===== src/common/fei_pkg.sv =====
// Constants and types for the framing error insertion block
//
// Contract
// - T1 mode, DDS control zero-to-one inverts one 6-bit DDS pattern, then clears.
// - T1 mode, CRC control zero-to-one inverts one 6-bit CRC pattern, then clears.
// - SF or DM format, signalling framing control inverts one Fs bit, then clears.
// - ESF format, signalling framing control inverts one frame alignment bit, then clears.
// - SLC-96 format, signalling framing control inverts one sync Fs bit, then clears.
// - SF, DM, SLC-96, terminal framing control inverts one Ft bit, then clears.
// - E1 mode, CRC control inverts all four CRC bits of one sub-multiframe.
// - E1 mode, CRC multiframe control inverts one 6-bit alignment pattern, then clears.
// - E1 mode, signalling multiframe control inverts one 4-bit pattern, then clears.
// - E1 mode, NFAS control inverts one NFAS bit, then clears.
// - E1 mode, whole FAS control inverts one 7-bit FAS pattern, then clears.
// - E1 mode, single FAS control inverts exactly one FAS bit, then clears.
package fei_pkg;

    // ************************************************************
    // Register map
    // ************************************************************
    localparam logic [7:0] FEI_INSERT_ADDR = 8'h6f;
    localparam logic [7:0] FEI_COUNT_ADDR  = 8'h70;
    localparam logic [7:0] FEI_STATE_ADDR  = 8'h71;
    localparam logic [7:0] FEI_RESET_VAL   = 8'h00;

    // T1/J1 view of the insert register
    localparam int FEI_T1_FT_BIT  = 0;
    localparam int FEI_T1_FS_BIT  = 1;
    localparam int FEI_T1_CRC_BIT = 2;
    localparam int FEI_T1_DDS_BIT = 3;
    localparam int FEI_T1_NBITS   = 4;

    // E1 view of the insert register
    localparam int FEI_E1_FAS1_BIT   = 0;
    localparam int FEI_E1_FASALL_BIT = 1;
    localparam int FEI_E1_NFAS_BIT   = 2;
    localparam int FEI_E1_CASMF_BIT  = 3;
    localparam int FEI_E1_CRCMF_BIT  = 4;
    localparam int FEI_E1_CRC_BIT    = 5;
    localparam int FEI_E1_NBITS      = 6;

    // Slots: T1 bits at 0..3, E1 bits at 4..9
    localparam int FEI_E1_BASE   = 4;
    localparam int FEI_NUM_SLOTS = 10;
    // Slots whose target is one bit: Ft, Fs, FAS1, NFAS
    localparam logic [9:0] FEI_SINGLE_MASK = 10'h053;

    // ************************************************************
    // Field codes presented by the transmit framer
    // ************************************************************
    typedef logic [3:0] fei_field_t;
    localparam fei_field_t FEI_FLD_NONE     = 4'h0;
    localparam fei_field_t FEI_FLD_DDS      = 4'h1;
    localparam fei_field_t FEI_FLD_CRC6     = 4'h2;
    localparam fei_field_t FEI_FLD_FS       = 4'h3;
    localparam fei_field_t FEI_FLD_FT       = 4'h4;
    localparam fei_field_t FEI_FLD_ESF_FAS  = 4'h5;
    localparam fei_field_t FEI_FLD_SLC_SYNC = 4'h6;
    localparam fei_field_t FEI_FLD_E1_CRC4  = 4'h7;
    localparam fei_field_t FEI_FLD_E1_CRCMF = 4'h8;
    localparam fei_field_t FEI_FLD_E1_CASMF = 4'h9;
    localparam fei_field_t FEI_FLD_E1_NFAS  = 4'ha;
    localparam fei_field_t FEI_FLD_E1_FAS   = 4'hb;

    // T1/J1 frame formats
    typedef logic [1:0] fei_fmt_t;
    localparam fei_fmt_t FEI_FMT_SF  = 2'h0;
    localparam fei_fmt_t FEI_FMT_ESF = 2'h1;
    localparam fei_fmt_t FEI_FMT_DM  = 2'h2;
    localparam fei_fmt_t FEI_FMT_SLC = 2'h3;

    // Per-slot state
    typedef enum logic [2:0] {
        FEI_IDLE   = 3'b001,
        FEI_ARMED  = 3'b010,
        FEI_ACTIVE = 3'b100
    } fei_slot_e;

endpackage


===== src/rtl/fei_field_decode.sv =====
// Maps the framer's current field to the slots that target it
`timescale 1ns/1ps
`default_nettype none
module fei_field_decode
    import fei_pkg::*;
(
    input  wire logic       e1_mode,
    input  wire fei_fmt_t   t1_format,
    input  wire fei_field_t field,
    output logic [9:0]      hit
);

    always_comb begin
        hit = 10'h000;
        if (!e1_mode) begin
            case (field)
                FEI_FLD_DDS:      hit[FEI_T1_DDS_BIT] = 1'b1;
                FEI_FLD_CRC6:     hit[FEI_T1_CRC_BIT] = 1'b1;
                FEI_FLD_FS:       hit[FEI_T1_FS_BIT]  = (t1_format == FEI_FMT_SF) ||
                                                        (t1_format == FEI_FMT_DM);
                FEI_FLD_ESF_FAS:  hit[FEI_T1_FS_BIT]  = (t1_format == FEI_FMT_ESF);
                FEI_FLD_SLC_SYNC: hit[FEI_T1_FS_BIT]  = (t1_format == FEI_FMT_SLC);
                FEI_FLD_FT:       hit[FEI_T1_FT_BIT]  = (t1_format != FEI_FMT_ESF);
                default:          hit = 10'h000;
            endcase
        end else begin
            case (field)
                FEI_FLD_E1_CRC4:  hit[FEI_E1_BASE + FEI_E1_CRC_BIT]   = 1'b1;
                FEI_FLD_E1_CRCMF: hit[FEI_E1_BASE + FEI_E1_CRCMF_BIT] = 1'b1;
                FEI_FLD_E1_CASMF: hit[FEI_E1_BASE + FEI_E1_CASMF_BIT] = 1'b1;
                FEI_FLD_E1_NFAS:  hit[FEI_E1_BASE + FEI_E1_NFAS_BIT]  = 1'b1;
                FEI_FLD_E1_FAS: begin
                    hit[FEI_E1_BASE + FEI_E1_FASALL_BIT] = 1'b1;
                    hit[FEI_E1_BASE + FEI_E1_FAS1_BIT]   = 1'b1;
                end
                default:          hit = 10'h000;
            endcase
        end
    end

endmodule
`default_nettype wire


===== src/rtl/fei_inject_slot.sv =====
// One self-clearing inversion request and its tracking state
`timescale 1ns/1ps
`default_nettype none
module fei_inject_slot
    import fei_pkg::*;
(
    input  wire logic mclk,
    input  wire logic resetn,
    input  wire logic arm,
    input  wire logic abort,
    input  wire logic valid,
    input  wire logic hit,
    input  wire logic first,
    input  wire logic last,
    input  wire logic single,
    output logic      invert,
    output logic      busy,
    output logic      active,
    output logic      done
);

    fei_slot_e state_q;
    fei_slot_e state_d;

    always_comb begin
        state_d = state_q;
        invert  = 1'b0;
        done    = 1'b0;
        case (state_q)
            FEI_IDLE: begin
                if (arm) begin
                    state_d = FEI_ARMED;
                end
            end
            // Wait for an occurrence start so that only an abort can leave a pattern half inverted
            FEI_ARMED: begin
                if (valid && hit && first) begin
                    invert = 1'b1;
                    if (single || last) begin
                        state_d = FEI_IDLE;
                        done    = 1'b1;
                    end else begin
                        state_d = FEI_ACTIVE;
                    end
                end
            end
            FEI_ACTIVE: begin
                if (valid && hit) begin
                    invert = 1'b1;
                    if (last) begin
                        state_d = FEI_IDLE;
                        done    = 1'b1;
                    end
                end
            end
            default: state_d = FEI_IDLE;
        endcase
        // A write in the changing cycle already targets the new mode
        if (abort) begin
            state_d = arm ? FEI_ARMED : FEI_IDLE;
            invert  = 1'b0;
            done    = 1'b0;
        end
    end

    always_ff @(posedge mclk or negedge resetn) begin
        if (!resetn) begin
            state_q <= FEI_IDLE;
        end else begin
            state_q <= state_d;
        end
    end

    assign busy   = (state_q != FEI_IDLE);
    assign active = (state_q == FEI_ACTIVE);

endmodule
`default_nettype wire


===== src/rtl/fei_top.sv =====
// Transmit framing error insertion: register port and bit stream inverter
`timescale 1ns/1ps
`default_nettype none
module fei_top
    import fei_pkg::*;
(
    input  wire logic       mclk,
    input  wire logic       resetn,
    input  wire logic [7:0] reg_addr,
    input  wire logic [7:0] reg_wdata,
    input  wire logic       reg_wr,
    input  wire logic       reg_rd,
    output logic [7:0]      reg_rdata,
    input  wire logic       e1_mode,
    input  wire fei_fmt_t   t1_format,
    input  wire logic       tx_bit,
    input  wire logic       tx_valid,
    input  wire fei_field_t tx_field,
    input  wire logic       tx_first,
    input  wire logic       tx_last,
    output logic            tx_bit_out,
    output logic            tx_valid_out,
    output logic            tx_first_out,
    output logic            tx_last_out,
    output fei_field_t      tx_field_out,
    output logic            inject_busy
);

    // ************************************************************
    // Signals
    // ************************************************************
    logic [FEI_NUM_SLOTS-1:0] hit;
    logic [FEI_NUM_SLOTS-1:0] arm;
    logic [FEI_NUM_SLOTS-1:0] slot_inv;
    logic [FEI_NUM_SLOTS-1:0] slot_busy;
    logic [FEI_NUM_SLOTS-1:0] slot_active;
    logic [FEI_NUM_SLOTS-1:0] slot_done;
    logic                     wr_insert;
    logic                     wr_count;
    logic                     abort;
    logic                     e1_mode_q;
    fei_fmt_t                 t1_format_q;
    logic [7:0]               count_q;
    logic [7:0]               insert_view;
    logic [7:0]               state_view;
    logic [7:0]               rdata_d;
    logic                     any_done;

    assign wr_insert = reg_wr && (reg_addr == FEI_INSERT_ADDR);
    assign wr_count  = reg_wr && (reg_addr == FEI_COUNT_ADDR);

    // ************************************************************
    // Mode tracking
    // ************************************************************
    // A mode or format change can retarget any slot, so every pending request is dropped
    always_ff @(posedge mclk or negedge resetn) begin
        if (!resetn) begin
            e1_mode_q   <= 1'b0;
            t1_format_q <= FEI_FMT_SF;
        end else begin
            e1_mode_q   <= e1_mode;
            t1_format_q <= t1_format;
        end
    end

    assign abort = (e1_mode != e1_mode_q) || (t1_format != t1_format_q);

    // ************************************************************
    // Arming from register writes
    // ************************************************************
    // Only a zero-to-one change arms a slot; ones held and zeros are ignored
    always_comb begin
        arm = '0;
        for (int i = 0; i < FEI_T1_NBITS; i++) begin
            arm[i] = wr_insert && !e1_mode && reg_wdata[i] && (!slot_busy[i] || abort);
        end
        for (int i = 0; i < FEI_E1_NBITS; i++) begin
            arm[FEI_E1_BASE + i] = wr_insert && e1_mode && reg_wdata[i] &&
                                   (!slot_busy[FEI_E1_BASE + i] || abort);
        end
    end

    // ************************************************************
    // Field decode and request slots
    // ************************************************************
    fei_field_decode u_decode (
        .e1_mode   (e1_mode),
        .t1_format (t1_format),
        .field     (tx_field),
        .hit       (hit)
    );

    generate
        for (genvar g = 0; g < FEI_NUM_SLOTS; g++) begin : g_slot
            fei_inject_slot u_slot (
                .mclk   (mclk),
                .resetn (resetn),
                .arm    (arm[g]),
                .abort  (abort),
                .valid  (tx_valid),
                .hit    (hit[g]),
                .first  (tx_first),
                .last   (tx_last),
                .single (FEI_SINGLE_MASK[g]),
                .invert (slot_inv[g]),
                .busy   (slot_busy[g]),
                .active (slot_active[g]),
                .done   (slot_done[g])
            );
        end
    endgenerate

    // ************************************************************
    // Transmit stream
    // ************************************************************
    // One cycle of latency; every field marker is delayed with the data
    always_ff @(posedge mclk or negedge resetn) begin
        if (!resetn) begin
            tx_bit_out   <= 1'b0;
            tx_valid_out <= 1'b0;
            tx_first_out <= 1'b0;
            tx_last_out  <= 1'b0;
            tx_field_out <= FEI_FLD_NONE;
        end else begin
            tx_bit_out   <= tx_bit ^ (|slot_inv);
            tx_valid_out <= tx_valid;
            tx_first_out <= tx_first;
            tx_last_out  <= tx_last;
            tx_field_out <= tx_field;
        end
    end

    always_ff @(posedge mclk or negedge resetn) begin
        if (!resetn) begin
            inject_busy <= 1'b0;
        end else begin
            inject_busy <= |(slot_busy & ~slot_done);
        end
    end

    // ************************************************************
    // Completed inversion counter
    // ************************************************************
    // Completion in the clearing cycle still counts
    assign any_done = |slot_done;

    always_ff @(posedge mclk or negedge resetn) begin
        if (!resetn) begin
            count_q <= FEI_RESET_VAL;
        end else if (wr_count) begin
            count_q <= any_done ? 8'h01 : 8'h00;
        end else if (any_done && (count_q != 8'hff)) begin
            count_q <= count_q + 8'h01;
        end
    end

    // ************************************************************
    // Register read
    // ************************************************************
    // Control bits read one until their inversion completes (self clear)
    always_comb begin
        insert_view = 8'h00;
        state_view  = 8'h00;
        if (e1_mode) begin
            insert_view[FEI_E1_NBITS-1:0] = slot_busy[FEI_NUM_SLOTS-1:FEI_E1_BASE];
            state_view[FEI_E1_NBITS-1:0]  = slot_active[FEI_NUM_SLOTS-1:FEI_E1_BASE];
        end else begin
            insert_view[FEI_T1_NBITS-1:0] = slot_busy[FEI_T1_NBITS-1:0];
            state_view[FEI_T1_NBITS-1:0]  = slot_active[FEI_T1_NBITS-1:0];
        end
    end

    always_comb begin
        case (reg_addr)
            FEI_INSERT_ADDR: rdata_d = insert_view;
            FEI_COUNT_ADDR:  rdata_d = count_q;
            FEI_STATE_ADDR:  rdata_d = state_view;
            default:         rdata_d = 8'h00;
        endcase
    end

    always_ff @(posedge mclk or negedge resetn) begin
        if (!resetn) begin
            reg_rdata <= 8'h00;
        end else if (reg_rd) begin
            reg_rdata <= rdata_d;
        end else begin
            reg_rdata <= 8'h00;
        end
    end

endmodule
`default_nettype wire


===== config.mk =====
export PLATFORM = sky130hd
export DESIGN_NAME = fei_top
export DESIGN_NICKNAME = d
export VERILOG_FILES = /design/src/common/fei_pkg.sv /design/src/rtl/fei_field_decode.sv /design/src/rtl/fei_inject_slot.sv /design/src/rtl/fei_top.sv
export SDC_FILE = /design/constraint.sdc
export NUM_CORES = 1
export LEC_CHECK = 0
export BUFFER_PORTS_ARGS = -buffer_cell sky130_fd_sc_hd__buf_2
export CAP_MARGIN = 0
export CORE_ASPECT_RATIO = 1.5
export CORE_UTILIZATION = 50
export DETAILED_ROUTE_END_ITERATION = 16
export GPL_TIMING_DRIVEN = 0
export MAX_ROUTING_LAYER = met4
export PLACE_DENSITY = 0.71
export SYNTH_ARGS = -nofsm -noshare
export SYNTH_HDL_FRONTEND = slang
export SYNTH_SLANG_ARGS = --single-unit
export TNS_END_PERCENT = 1

===== constraint.sdc =====
create_clock -name mclk -period 2.2 [get_ports mclk]
set_input_delay 0.11 -clock mclk [delete_from_list [all_inputs] [get_ports mclk]]
set_output_delay 0.11 -clock mclk [all_outputs]
set_load 0.02 [all_outputs]

==> flow_summary.json <==
{
  "status": "complete, no violations",
  "worst_setup_path_start_kind": "flop",
  "post-route-period-util_pct": 98.9,
  "chipHeight_um": 102,
  "synth-seq-cells": 54,
  "cp-end-kind": "flop",
  "yosysWarnings": 0,
  "grt_pass1_vias": 3020,
  "portBuffers": 45,
  "fin_crit_ps": 2180,
  "syn-instance-count": 364,
  "maxSlewViolCount": 0,
  "num-nets-final": 458,
  "stdcell_count": 503,
  "ys_seq_area_share_pct": 40.9,
  "gp_congestion": 0.925,
  "power_density_nw_per_um2": 452,
  "drt-total-wl_um": 8960,
  "tightest_slew_ps": 1190,
  "final_common_cell": "buf_2",
  "synthArstFlopShare_pct": 100,
  "synth_cell_types": 67,
  "drc": 0,
  "insertion_delay_ps": 320,
  "cpMaxStageDelayCell": "nor4_4",
  "ir_drop_mv": 0.395,
  "grt_pass1_wl_um": 14300,
  "hold_viol_final": 0,
  "synth_fp_nets": 396,
  "hold_path.class": "in2reg",
  "crit_required_ps": 2420,
  "critPathMaxStageDelay_ps": 520,
  "area_growth_pct": 19.5,
  "holdWs_ps": 24.3,
  "leakagePower_uw": 0.00161,
  "max_freq_mhz": 460,
  "rows": 36,
  "path_class": "reg2reg",
  "finalPower_uw": 1800,
  "drtIter0Drc": 150,
  "final_cell_mix": "48 x buf_2, 41 x dfrtp_1, 39 x nand2_1, 28 x nor2_1, 23 x nand2b_1",
  "track_usage_pct": 28.8,
  "routed_via_density": 6.20,
  "drtAntennaViolNets": 0,
  "finalSetupViolations": 0,
  "place_inst": 485,
  "vias": 3121,
  "grt_max_degree": 55,
  "die_area_um2": 7010,
  "grt_overflow_total": 0,
  "routedWlPerCell_um": 17.8,
  "rsz0062_at_grt": "yes",
  "cts_sinks": 54,
  "antenna_found_initial": 0,
  "clockBufferDepth": 2,
  "clk_pin_slew_ps": 100,
  "synth_edf_count": 0,
  "syn_area_per_cell_um2": 9.16,
  "max_slew_margin_pct": 20.4,
  "dr.pass1.iters": 4,
  "r2r_slack_ps": 20,
  "hpwl_um": 6360,
  "cp.arrival_ps": 2390,
  "htree_levels": 2,
  "syn_area_um2": 3330,
  "die_w_um": 68.7,
  "antenna_cells": 0,
  "cts_made_buffers": 5,
  "drv_cap": 0,
  "initial_utilization_pct": 51.4,
  "num_io_pins": 48,
  "synthFlopType": "dfrtp_1",
  "cts_root_buf": "clkbuf_8",
  "worstPathCellList": "xnor2_2, and3_1, buf_2, and4b_4, nor4_4, nand2_1, xor2_1",
  "skew_ps": 7.66,
  "core_area_um2": 6490,
  "drive_gt1_share_pct": 22.7,
  "crit_path_max_fanout": 8,
  "cts_tree": "built"
}
[synthesized netlist by cell type, types with 5 or more instances]
| library cell | count | area [µm²] |
|---|---|---|
| inv_1 | 12 | 45.0 |
| o21ai_0 | 19 | 95.1 |
| and3_1 | 7 | 43.8 |
| a21oi_1 | 13 | 65.1 |
| nand3b_1 | 7 | 52.6 |
| nor3_1 | 15 | 75.1 |
| dfrtp_1 | 44 | 1100 |
| nand2b_1 | 24 | 150 |
| a211oi_1 | 7 | 52.6 |
| mux2i_1 | 8 | 80.1 |
| a22oi_1 | 5 | 37.5 |
| o22ai_1 | 6 | 37.5 |
| a31oi_1 | 8 | 50.1 |
| o22a_1 | 5 | 43.8 |
| nand2_1 | 39 | 146 |
| clkbuf_1 | 10 | 37.5 |
| nor2b_1 | 13 | 81.3 |
| nand3_1 | 9 | 45.0 |
| dfstp_2 | 10 | 263 |
| nor2_1 | 28 | 105 |
[worst paths after layout]
path                                                   from                          end  cells past startpoint
min in group asynchronous                            resetn                 reg_rdata[5]                      1
worst max register to register               t1_format_q[1]                   tx_bit_out                      7
worst max-delay path                         t1_format_q[1]                   tx_bit_out                      7
worst min-delay path                            tx_field[0]              tx_field_out[0]                      1
worst min register to register  g_slot[3].u_slot.state_q[2]  g_slot[3].u_slot.state_q[1]                      1
max in group asynchronous                            resetn  g_slot[2].u_slot.state_q[2]                      1
[critical path, delay by kind of cell (launching register included)]
kind	cells	cell delay [ps]
buffers and inverters	1	180
flip-flops	1	400
AND/OR/NAND/NOR	4	1140
XOR/XNOR	2	340
[cells by family after synthesis]
group,share of synthesized area (%)
multiplexers,2.74
AND/OR/NAND/NOR,27.9
flip-flops,40.9
AO/OA/AOI/OAI,24.0
XOR/XNOR,1.05
adder cells (fa/ha/maj),0.375
buffers and inverters,3.04
[metal layers]
metal	vias up	GRT usage (%)	wire, µm
li1	1482	-	-
met1	1522	30.4	3480
met2	97	49.5	4700
met3	20	5.36	458
met4	0	14.9	323
met5	-	-	0
[area by class of cell]
class                           count  area (µm²)
Sequential cell                    54        1370
Timing Repair Buffer               55         323
Fill cell                         601        2500
Multi-Input combinational cell    285        2010
Tap cell                           76        95.1
Buffer                             13        52.6
Inverter                           12        45.0
Clock buffer                        7        86.3
Clock inverter                      1        5.00
[registers in the layout, indices dropped and copies added, names as in the netlist]
register               cells
tx_valid_out               1
e1_mode_q                  1
tx_first_out               1
tx_field_out               4
tx_last_out                1
inject_busy                1
t1_format_q                2
count_q                    8
g_slot.u_slot.state_q     26
tx_bit_out                 1
reg_rdata                  8
[stage by stage]
step	instance area, µm²	setup TNS (ps)	worst slack, ps	utilization, %
3_3_place_gp	3650	-2760	-254	56.3
4_1_cts	3900	0	3.58	60.1
5_1_grt	3990	-174	-56.7	61.5
6_report	3990	0	24.1	61.5
3_5_place_dp	3650	-2530	-226	56.3
2_1_floorplan	3330	0	217	-
[report_power, final]
| group | leakage [µW] | switching (µW) | internal (µW) | total (µW) |
|---|---|---|---|---|
| clock | 0.0000482 | 334 | 255 | 589 |
| sequential | 0.000689 | 5.79 | 1000 | 1010 |
| combinational | 0.000873 | 135 | 66.5 | 201 |
| total | 0.00161 | 474 | 1330 | 1800 |
[what timing repair did]
item / in CTS / in global routing
pin swaps: 2 / 1
hold buffers: 9 / 0
endpoints found under the setup margin: 9 / 12
endpoints found under the hold margin: 9 / 0
gates resized for setup: 7 / 15
gates cloned: 1 / 0
buffers inserted: 1 / 0
Power figures use the tool's default switching activity.
